==> src/rtl/tfs_regs.svh <==
// Register map, field positions and timing counts of the tape fault/stop block
// Assumes a 100 MHz system clock and 32-bit AXI4-Lite register access
`ifndef TFS_REGS_SVH
`define TFS_REGS_SVH
// ==========================================================================
// Register byte offsets
`define TFS_OFF_CMD        8'h00
`define TFS_OFF_TWR        8'h04
`define TFS_OFF_BLK        8'h08
`define TFS_OFF_ISB        8'h0c
`define TFS_OFF_FLT        8'h10
`define TFS_OFF_IR         8'h14
`define TFS_OFF_NAC        8'h18
// ==========================================================================
// Field positions
`define TFS_CMD_DRV_LSB    0
`define TFS_CMD_DRV_MSB    3
`define TFS_CMD_OP_LSB     4
`define TFS_CMD_OP_MSB     6
`define TFS_ISB_PERR       0
// ==========================================================================
// Reset values and responses
`define TFS_RST_WORD       32'h00000000
`define TFS_RESP_OK        2'h0
`define TFS_RESP_SLVERR    2'h2
// ==========================================================================
// Timing and block geometry
`define TFS_CLK_MHZ        100
`define TFS_STOP_DELAY_MS  80
`define TFS_STOP_DELAY_CYC (`TFS_STOP_DELAY_MS * 1000 * `TFS_CLK_MHZ)
`define TFS_BLOCK_LINES    720
`endif

==> src/rtl/tfs_pkg.sv <==
// Types shared by the tape fault/stop block
// Assumes nothing beyond the register header
package tfs_pkg;
   typedef enum logic [1:0] {
      ST_IDLE     = 2'b00,
      ST_RUN      = 2'b01,
      ST_HALT_BLK = 2'b10,
      ST_HALT_OP  = 2'b11
   } tfs_state_type;

   typedef enum logic [2:0] {
      OP_NONE   = 3'b000,
      OP_READ   = 3'b001,
      OP_WRITE  = 3'b010,
      OP_MOVE   = 3'b011,
      OP_REWIND = 3'b100,
      OP_STOP   = 3'b101
   } tfs_op_type;
endpackage : tfs_pkg

==> src/rtl/tfs_top.sv <==
// Tape fault detection and stop sequencing with AXI4-Lite register access
// Assumes drive-side event inputs are synchronous one-cycle pulses or levels
//
// Operation
// - Fault after motion start stops tape, B-stop
// - Fault stop waits for end of block
// - Stop command clears word, command, block counter
// - Computer stop follows fault by 80 ms
// - Stop command without drive enters lockout
// - Master clear halts erroneous tape motion
// - Computer stop lets rewind, move finish
// - Computer stop halts read/write at block end
// - Buffer-fault and tape-fault indicators separate
// - Lockout shows wait line, instruction kept
// - Instruction and next-address registers held
// - Over-temperature raises A-class fault
// - Drive interlock raises B-class fault
// - Missing data raises B-class fault
// - Selection and sprocket errors raise B-class
// - Parity checked over block's 720 lines
// - Parity error sets status bit, stops
// - Clean block sends only read acknowledge
// - Parity error never raises computer fault
// - Master clear clears fault conditions, indicators
`include "tfs_regs.svh"
module tfs_top import tfs_pkg::*; #(
   parameter int unsigned STOP_DELAY_CYC = `TFS_STOP_DELAY_CYC
) (
   input  wire logic        I_SYS_CLK,
   input  wire logic        I_NRST,
   input  wire logic [7:0]  I_AWADDR,
   input  wire logic        I_AWVALID,
   output logic             O_AWREADY,
   input  wire logic [31:0] I_WDATA,
   input  wire logic [3:0]  I_WSTRB,
   input  wire logic        I_WVALID,
   output logic             O_WREADY,
   output logic [1:0]       O_BRESP,
   output logic             O_BVALID,
   input  wire logic        I_BREADY,
   input  wire logic [7:0]  I_ARADDR,
   input  wire logic        I_ARVALID,
   output logic             O_ARREADY,
   output logic [31:0]      O_RDATA,
   output logic [1:0]       O_RRESP,
   output logic             O_RVALID,
   input  wire logic        I_RREADY,
   input  wire logic        I_BLOCK_END,
   input  wire logic        I_LINE_VALID,
   input  wire logic        I_LINE_PERR,
   input  wire logic        I_REWIND_DONE,
   input  wire logic        I_COMP_STOP,
   input  wire logic        I_CLEAR_A,
   input  wire logic        I_TEMP_FAULT,
   input  wire logic        I_INTERLOCK_FAULT,
   input  wire logic        I_MISSING_DATA,
   input  wire logic        I_SELECT_ERR,
   input  wire logic        I_SPROCKET_ERR,
   input  wire logic        I_READ_OVERRUN,
   output logic             O_TAPE_RUN,
   output logic [3:0]       O_DRIVE_SEL,
   output logic             O_TAPE_STOP,
   output logic             O_READ_ACK,
   output logic             O_A_FAULT,
   output logic             O_B_STOP,
   output logic             O_TAPE_FLT_IND,
   output logic             O_BUF_FAULT_IND,
   output logic             O_WAIT_EXT
);
   // =======================================================================
   // State
   tfs_state_type state;
   tfs_state_type next_state;
   logic [31:0]   tape_command_register;
   logic [31:0]   tape_word_register;
   logic [31:0]   block_counter;
   logic [31:0]   instruction_register;
   logic [31:0]   next_address_counter;
   logic          isb_perr;
   logic          blk_perr;
   logic [9:0]    line_cnt;
   logic          lockout;
   logic          temp_flt;
   logic [4:0]    b_flt;
   logic [23:0]   delay_cnt;
   logic          delay_run;
   logic          b_stop;
   logic          read_ack;
   logic          tape_stop;
   logic [7:0]    aw_addr;
   logic          aw_full;
   logic [31:0]   w_data;
   logic [3:0]    w_strb;
   logic          w_full;
   logic          bvalid;
   logic [1:0]    bresp;
   logic          rvalid;
   logic [31:0]   rdata;
   logic [1:0]    rresp;

   // =======================================================================
   // Bus decode
   wire          do_wr     = aw_full && w_full && !bvalid;
   wire          do_rd     = I_ARVALID && !rvalid;
   wire [31:0]   wmask     = {{8{w_strb[3]}}, {8{w_strb[2]}}, {8{w_strb[1]}}, {8{w_strb[0]}}};
   wire          wr_cmd    = do_wr && aw_addr == `TFS_OFF_CMD;
   wire          wr_twr    = do_wr && aw_addr == `TFS_OFF_TWR;
   wire          wr_blk    = do_wr && aw_addr == `TFS_OFF_BLK;
   wire          wr_ir     = do_wr && aw_addr == `TFS_OFF_IR;
   wire          wr_nac    = do_wr && aw_addr == `TFS_OFF_NAC;
   wire          wr_hit    = wr_cmd || wr_twr || wr_blk || wr_ir || wr_nac;
   wire          rd_isb    = do_rd && I_ARADDR == `TFS_OFF_ISB;
   wire [31:0]   cmd_new   = (tape_command_register & ~wmask) | (w_data & wmask);
   wire [3:0]    new_drv   = cmd_new[`TFS_CMD_DRV_MSB:`TFS_CMD_DRV_LSB];
   wire [2:0]    new_op    = cmd_new[`TFS_CMD_OP_MSB:`TFS_CMD_OP_LSB];
   wire [3:0]    cur_drv   = tape_command_register[`TFS_CMD_DRV_MSB:`TFS_CMD_DRV_LSB];
   wire [2:0]    cur_op    = tape_command_register[`TFS_CMD_OP_MSB:`TFS_CMD_OP_LSB];

   // =======================================================================
   // Fault classes and stop causes
   wire          b_any     = |b_flt;
   wire          b_new     = I_INTERLOCK_FAULT || I_MISSING_DATA || I_SELECT_ERR
                             || I_SPROCKET_ERR || I_READ_OVERRUN;
   wire          comp_halt = I_COMP_STOP || b_stop || temp_flt;
   wire          is_read   = cur_op == OP_READ;
   wire          perr_now  = blk_perr || (I_LINE_VALID && I_LINE_PERR);
   wire          blk_chk   = I_BLOCK_END && is_read && state != ST_IDLE;
   wire          perr_stop = blk_chk && perr_now;
   wire          long_op   = cur_op == OP_MOVE || cur_op == OP_REWIND;
   wire          mv_done   = I_BLOCK_END && cur_op == OP_MOVE && block_counter <= 32'h1;
   wire          op_done   = mv_done || (I_REWIND_DONE && cur_op == OP_REWIND);
   wire          start_ok  = new_op inside {OP_READ, OP_WRITE, OP_MOVE, OP_REWIND}
                             && new_drv != 4'h0;
   wire          stop_nodrv = wr_cmd && new_op == OP_STOP && new_drv == 4'h0;
   wire          stop_cmd  = wr_cmd && new_op == OP_STOP && new_drv != 4'h0;

   always_comb begin
      next_state = state;
      case (state)
         ST_IDLE: begin
            if (wr_cmd && start_ok && !lockout) begin
               next_state = ST_RUN;
            end
         end
         ST_RUN: begin
            if (b_new || b_any || perr_stop || stop_cmd) begin
               next_state = perr_stop ? ST_IDLE : ST_HALT_BLK;
            end else if (op_done) begin
               next_state = ST_IDLE;
            end else if (comp_halt) begin
               next_state = long_op ? ST_HALT_OP : ST_HALT_BLK;
            end
         end
         ST_HALT_BLK: begin
            if (I_BLOCK_END) begin
               next_state = ST_IDLE;
            end
         end
         ST_HALT_OP: begin
            if (b_new || perr_stop) begin
               next_state = perr_stop ? ST_IDLE : ST_HALT_BLK;
            end else if (op_done) begin
               next_state = ST_IDLE;
            end
         end
         default: next_state = ST_IDLE;
      endcase
   end

   wire          stopping  = state != ST_IDLE && next_state == ST_IDLE;

   // =======================================================================
   // Motion sequencer; master clear drops motion at once
   always_ff @(posedge I_SYS_CLK or negedge I_NRST) begin
      if (!I_NRST) begin
         state     <= ST_IDLE;
         tape_stop <= 1'b0;
      end else begin
         state     <= next_state;
         tape_stop <= stopping;
      end
   end

   // =======================================================================
   // Tape registers, cleared as the stop goes out to the drive
   always_ff @(posedge I_SYS_CLK or negedge I_NRST) begin
      if (!I_NRST) begin
         tape_command_register <= `TFS_RST_WORD;
         tape_word_register    <= `TFS_RST_WORD;
         block_counter         <= `TFS_RST_WORD;
      end else if (stopping) begin
         tape_command_register <= `TFS_RST_WORD;
         tape_word_register    <= `TFS_RST_WORD;
         block_counter         <= `TFS_RST_WORD;
      end else begin
         if (wr_cmd) begin
            tape_command_register <= cmd_new;
         end
         if (wr_twr) begin
            tape_word_register <= (tape_word_register & ~wmask) | (w_data & wmask);
         end
         if (wr_blk) begin
            block_counter <= (block_counter & ~wmask) | (w_data & wmask);
         end else if (I_BLOCK_END && cur_op == OP_MOVE && state != ST_IDLE) begin
            block_counter <= block_counter - 32'h1;
         end
      end
   end

   // =======================================================================
   // Per-block parity check and status buffer
   always_ff @(posedge I_SYS_CLK or negedge I_NRST) begin
      if (!I_NRST) begin
         line_cnt <= 10'h000;
         blk_perr <= 1'b0;
         isb_perr <= 1'b0;
         read_ack <= 1'b0;
      end else begin
         read_ack <= blk_chk && !perr_now;
         if (I_BLOCK_END || stopping) begin
            line_cnt <= 10'h000;
            blk_perr <= 1'b0;
         end else if (I_LINE_VALID && line_cnt < 10'(`TFS_BLOCK_LINES)) begin
            line_cnt <= line_cnt + 10'h001;
            blk_perr <= blk_perr || I_LINE_PERR;
         end
         if (perr_stop) begin
            isb_perr <= 1'b1;
         end else if (rd_isb) begin
            isb_perr <= 1'b0;
         end
      end
   end

   // =======================================================================
   // Latched fault conditions and delayed computer stop
   always_ff @(posedge I_SYS_CLK or negedge I_NRST) begin
      if (!I_NRST) begin
         temp_flt  <= 1'b0;
         b_flt     <= 5'h00;
         lockout   <= 1'b0;
         delay_cnt <= 24'h000000;
         delay_run <= 1'b0;
         b_stop    <= 1'b0;
      end else begin
         if (I_TEMP_FAULT) begin
            temp_flt <= 1'b1;
         end else if (I_CLEAR_A) begin
            temp_flt <= 1'b0;
         end
         b_flt <= b_flt | {I_READ_OVERRUN, I_SPROCKET_ERR, I_SELECT_ERR,
                           I_MISSING_DATA, I_INTERLOCK_FAULT};
         if (stop_nodrv) begin
            lockout <= 1'b1;
         end
         if (b_new && !delay_run && !b_stop) begin
            delay_run <= 1'b1;
            delay_cnt <= 24'(STOP_DELAY_CYC - 1);
         end else if (delay_run) begin
            if (delay_cnt == 24'h000000) begin
               delay_run <= 1'b0;
               b_stop    <= 1'b1;
            end else begin
               delay_cnt <= delay_cnt - 24'h000001;
            end
         end
      end
   end

   // =======================================================================
   // Program registers; a stalled instruction stays put during lockout
   always_ff @(posedge I_SYS_CLK or negedge I_NRST) begin
      if (!I_NRST) begin
         instruction_register <= `TFS_RST_WORD;
         next_address_counter <= `TFS_RST_WORD;
      end else begin
         if (wr_ir && !lockout) begin
            instruction_register <= (instruction_register & ~wmask) | (w_data & wmask);
         end
         if (wr_nac && !lockout) begin
            next_address_counter <= (next_address_counter & ~wmask) | (w_data & wmask);
         end
      end
   end

   // =======================================================================
   // AXI4-Lite slave
   always_ff @(posedge I_SYS_CLK or negedge I_NRST) begin
      if (!I_NRST) begin
         aw_addr <= 8'h00;
         aw_full <= 1'b0;
         w_data  <= 32'h00000000;
         w_strb  <= 4'h0;
         w_full  <= 1'b0;
         bvalid  <= 1'b0;
         bresp   <= `TFS_RESP_OK;
      end else begin
         if (I_AWVALID && !aw_full) begin
            aw_addr <= I_AWADDR;
            aw_full <= 1'b1;
         end else if (do_wr) begin
            aw_full <= 1'b0;
         end
         if (I_WVALID && !w_full) begin
            w_data <= I_WDATA;
            w_strb <= I_WSTRB;
            w_full <= 1'b1;
         end else if (do_wr) begin
            w_full <= 1'b0;
         end
         if (do_wr) begin
            bvalid <= 1'b1;
            bresp  <= wr_hit ? `TFS_RESP_OK : `TFS_RESP_SLVERR;
         end else if (I_BREADY) begin
            bvalid <= 1'b0;
         end
      end
   end

   wire [31:0] flt_word = {18'h00000, state, lockout, b_stop, temp_flt, b_any,
                           b_flt[4], |b_flt[3:0], b_flt, 1'b0};
   wire        rd_hit   = I_ARADDR inside {`TFS_OFF_CMD, `TFS_OFF_TWR, `TFS_OFF_BLK,
                           `TFS_OFF_ISB, `TFS_OFF_FLT, `TFS_OFF_IR, `TFS_OFF_NAC};

   always_ff @(posedge I_SYS_CLK or negedge I_NRST) begin
      if (!I_NRST) begin
         rvalid <= 1'b0;
         rdata  <= 32'h00000000;
         rresp  <= `TFS_RESP_OK;
      end else if (do_rd) begin
         rvalid <= 1'b1;
         rresp  <= rd_hit ? `TFS_RESP_OK : `TFS_RESP_SLVERR;
         case (I_ARADDR)
            `TFS_OFF_CMD: rdata <= tape_command_register;
            `TFS_OFF_TWR: rdata <= tape_word_register;
            `TFS_OFF_BLK: rdata <= block_counter;
            `TFS_OFF_ISB: rdata <= {31'h00000000, isb_perr};
            `TFS_OFF_FLT: rdata <= flt_word;
            `TFS_OFF_IR:  rdata <= instruction_register;
            `TFS_OFF_NAC: rdata <= next_address_counter;
            default:      rdata <= 32'h00000000;
         endcase
      end else if (I_RREADY) begin
         rvalid <= 1'b0;
      end
   end

   // =======================================================================
   // Outputs
   assign O_AWREADY       = !aw_full;
   assign O_WREADY        = !w_full;
   assign O_BVALID        = bvalid;
   assign O_BRESP         = bresp;
   assign O_ARREADY       = !rvalid;
   assign O_RVALID        = rvalid;
   assign O_RDATA         = rdata;
   assign O_RRESP         = rresp;
   assign O_TAPE_RUN      = state != ST_IDLE;
   assign O_DRIVE_SEL     = cur_drv;
   assign O_TAPE_STOP     = tape_stop;
   assign O_READ_ACK      = read_ack;
   assign O_A_FAULT       = temp_flt;
   assign O_B_STOP        = b_stop;
   assign O_TAPE_FLT_IND  = |b_flt[3:0];
   assign O_BUF_FAULT_IND = b_flt[4];
   assign O_WAIT_EXT      = lockout;
endmodule : tfs_top

==> config.mk <==
export PLATFORM = sky130hd
export DESIGN_NAME = tfs_top
export DESIGN_NICKNAME = d
export VERILOG_FILES = /design/src/rtl/tfs_pkg.sv /design/src/rtl/tfs_top.sv
export VERILOG_INCLUDE_DIRS = /design/src /design/src/rtl
export SDC_FILE = /design/constraint.sdc
export NUM_CORES = 1
export LEC_CHECK = 0
export BUFFER_PORTS_ARGS = -buffer_cell sky130_fd_sc_hd__buf_2
export CAP_MARGIN = 40
export CORE_ASPECT_RATIO = 0.7
export CORE_MARGIN = 2
export CORE_UTILIZATION = 46
export CTS_CLUSTER_DIAMETER = 100
export CTS_CLUSTER_SIZE = 20
export DETAILED_ROUTE_END_ITERATION = 6
export GPL_TIMING_DRIVEN = 1
export SLEW_MARGIN = 20
export SYNTH_ARGS = -nofsm -noshare
export SYNTH_HDL_FRONTEND = slang
export SYNTH_SLANG_ARGS = --single-unit
==> constraint.sdc <==
create_clock -name I_SYS_CLK -period 3.7 [get_ports I_SYS_CLK]
set_input_delay 0.185 -clock I_SYS_CLK [delete_from_list [all_inputs] [get_ports I_SYS_CLK]]
set_output_delay 0.185 -clock I_SYS_CLK [all_outputs]
set_load 0.1 [all_outputs]
==> run_results.csv <==
group,metric,value,unit
run_status,status,"finished clean",
cells_and_area,fin_util,0.542,
drt,drt_wl_total,38100,µm
timing,period_needed,3.20,ns
worst_setup_path,slowest_stage,"nor4b_1",
synth,syn_inst,1335,
cts,clock_path_buffers,3,
cells_and_area,syn2layout_area_growth,15.5,%
worst_setup_path,crit_type,"reg2reg",
power,pwr-share-clk,0.220,
cells_and_area,nFillCells,2595,
timing,postLayoutSetupSlackWorst,0.500,ns
synth,avgSynthCellArea,10.2,µm²
power,p_int,0.00575,W
grt,antenna_found_initial,1,
placement,dpl-instance-area,0.0147,mm²
power,sequentialPowerShare,0.538,
die,dieArea,0.0310,mm²
die,dieHeight,148,µm
worst_setup_path,cp.required,4.08,ns
grt,grt_use_total,0.248,
die,core,0.0290,mm²
synth,synth_edf_count,0,
die,die_w,210,µm
timing,rsz0062_at_grt,"false",
hold_path,hold_path.class,"in2reg",
cells_and_area,final_cells,1864,
worst_setup_path,start_kind,"flop",
cts,clk_pin_slew,0.08,ns
synth,synthDominantCellAreaShare,0.535,
cts,htreeDepth,1,
drt,drc_errors,0,
cells_and_area,regArea,0.00728,mm²
synth,syn_area,0.0136,mm²
worst_setup_path,critical_path.max_stage_delay,0.59,ns
placement,io_buffers,121,
grt,grt-ovfl-total,0,
synth,synthTopCellsByCount,"dfrtp_1 (291), nand2_1 (234), a21oi_1 (120)",
placement,place.gp.congestion,0.830,
drt,drt-pass1-iter-count,6,
drt,wl_per_cell,20.4,µm
timing,hold_violations,0,
run,maxCapViolations,0,
cts,cts_sinks,291,
synth,synth-main-ff-cell,"dfrtp_1",
timing,skew,0.0108,ns
drt,vias,11100,
drt,ant_nets,0,
synth,synth.most_common_cell,"dfrtp_1",
placement,place_ws,0.625,ns
cells_and_area,fin_area,0.0157,mm²
synth,synthArstFlopShare,1.00,
die,rows,52,
timing,slew_headroom,0.392,
synth,synth_area_leader_cell,"dfrtp_1",
placement,dp.cells,1787,
die,initial_core_util,0.469,
grt,grt_max_degree,115,
worst_setup_path,critPathMaxFanout,59,
timing,worstMarginPinSlew,0.912,ns
timing,report.final.slew_viol_count,0,
cells_and_area,fin_nets,1561,
power,power_density,579,mW/mm²
cells_and_area,multi_input_area,0.00595,mm²
power,vdd_drop_max,0.479,mV
grt,grt_pass1_vias,10600,
synth,ys_seq_area_frac,0.535,
die,ios,124,
timing,setup_viol,0,
synth,ys_ff_latch,291,
power,p_switching,0.00336,W
power,swShare,0.369,
timing,fmax,0.313,GHz
drt,viasPerCell,5.95,
drt,drtIter0Drc,1109,
cells_and_area,drive_above_1_share,0.204,
worst_setup_path,worstSetupEndpointType,"flop",
grt,grt_pass1_wl,61000,µm
worst_setup_path,critical_path_arrival,3.58,ns
cts,cts_made_buffers,18,
synth,ys_warn_count,0,
synth,synth_area_leaders,"dfrtp_1 (53%), mux2_2 (8.8%), nand2_1 (6.5%)",
timing,period_share,0.865,
power,leakagePower,6.99,nW
cells_and_area,diodes,0,
cts,clk_latency,0.52,ns
cts,cts_setup_buffers,0,
timing,tns,0,ns
worst_setup_path,path_cells,"nor4b_1, buf_4, nand2_1, nor4_1, o31ai_1, a32oi_4, buf_12, nor3_1",
synth,synthDistinctLibCells,64,
cts,ctsRootBufferMaster,"clkbuf_16",
cts,cts_tree,"done",
placement,post-dp-hpwl,25900,µm
power,p_comb_frac,0.242,
-- worst paths after layout --
| check | to | cells after the start | from | slack, ns |
|---|---|---|---|---|
| max | line_cnt[2]$_DFFE_PN0P_ | 8 | w_full$_DFFE_PN0P_ | 0.50 |
| min | blk_perr$_DFFE_PN0P_ | 3 | I_LINE_PERR | 0.02 |
| max reg2reg | line_cnt[2]$_DFFE_PN0P_ | 8 | w_full$_DFFE_PN0P_ | 0.50 |
| min reg2reg | O_RDATA[9]$_DFFE_PN0P_ | 1 | O_RDATA[9]$_DFFE_PN0P_ | 0.47 |
| max in group asynchronous | delay_cnt[5]$_DFFE_PN0P_ | 3 | I_NRST | 2.41 |
| min in group asynchronous | O_RRESP[1]$_DFFE_PN0P_ | 2 | I_NRST | 0.34 |
-- through the flow --
| stage | power (W) | hold slack [ns] |
|---|---|---|
| after global routing | 0.00963 | 0.0453 |
| final | 0.00911 | 0.0250 |
| after floorplan | 0.00627 | -0.111 |
| after global placement | 0.00701 | 0.338 |
| after detailed placement | 0.00709 | 0.348 |
| after CTS | 0.00914 | 0.00178 |
-- placed cells by master (no fill, tap or decap), types with 5 or more instances in the layout --
cell,n
buf_2,120
a221oi_1,5
inv_1,16
a22oi_1,39
clkbuf_16,19
and2_0,8
nand2b_1,6
nor2b_1,5
or4_1,16
buf_4,27
a222oi_1,25
xnor2_1,6
nor3_1,45
nand2_1,234
dfrtp_1,291
o211ai_1,7
a21o_1,20
dlygate4sd3_1,56
xor2_1,13
nor4_1,21
a21oi_1,120
o31ai_1,5
or3_1,15
nor2_1,54
a211oi_1,8
a31oi_1,14
or2_2,6
mux2_2,107
nand3_1,29
nand4_1,14
o21ai_0,50
mux2i_1,6
-- layout make-up --
class | instances | area share
well taps | 378 | 0.0301
repair buffers | 210 | 0.0940
inverters | 16 | 0.00382
clock inverters | 1 | 0.000716
multi-input cells | 949 | 0.378
clock buffers | 19 | 0.0302
flip-flops and latches | 291 | 0.463
-- routing by layer --
layer | part of all wire | up-vias | GRT usage
met5 | 0 | - | 0
met4 | 0.018 | 0 | 0.0528
met1 | 0.50 | 5477 | 0.402
met3 | 0.077 | 49 | 0.0380
met2 | 0.41 | 417 | 0.347
li1 | - | 5153 | -
-- critical path, delay by kind of cell (launching register included) --
family                 cells  cell delay, ns
buffers and inverters      2            0.51
DFF                        1            0.47
and+or+nand+nor            4            1.41
AOI/OAI and AO/OA          2            0.58
-- what timing repair did --
| item | in CTS | in global routing |
|---|---|---|
| hold buffers | 56 | 0 |
| gates resized for setup | 0 | 0 |
| endpoints found under the setup margin | 0 | 0 |
| hold endpoints to repair | 163 | 0 |
-- kinds of logic after synthesis --
logic type	after synthesis	synth area share
DFF	291	0.535
buffers and inverters	96	0.0312
AOI/OAI and AO/OA	321	0.153
other	1	0.000275
muxes	113	0.0929
xor gates and xnor gates	19	0.0122
adders and majority gates	4	0.00368
and+or+nand+nor	490	0.172
-- power by group through the flow --
stage,Sequential (W),Clock (W),Combinational (W)
6_report,0.00490,0.00201,0.00220
5_1_grt,0.00502,0.00217,0.00244
4_1_cts,0.00488,0.00205,0.00221
3_5_place_dp,0.00494,0,0.00215
3_3_place_gp,0.00491,0,0.00210
2_1_floorplan,0.00458,0,0.00169
Note: power is estimated with default switching activity, not from simulation.
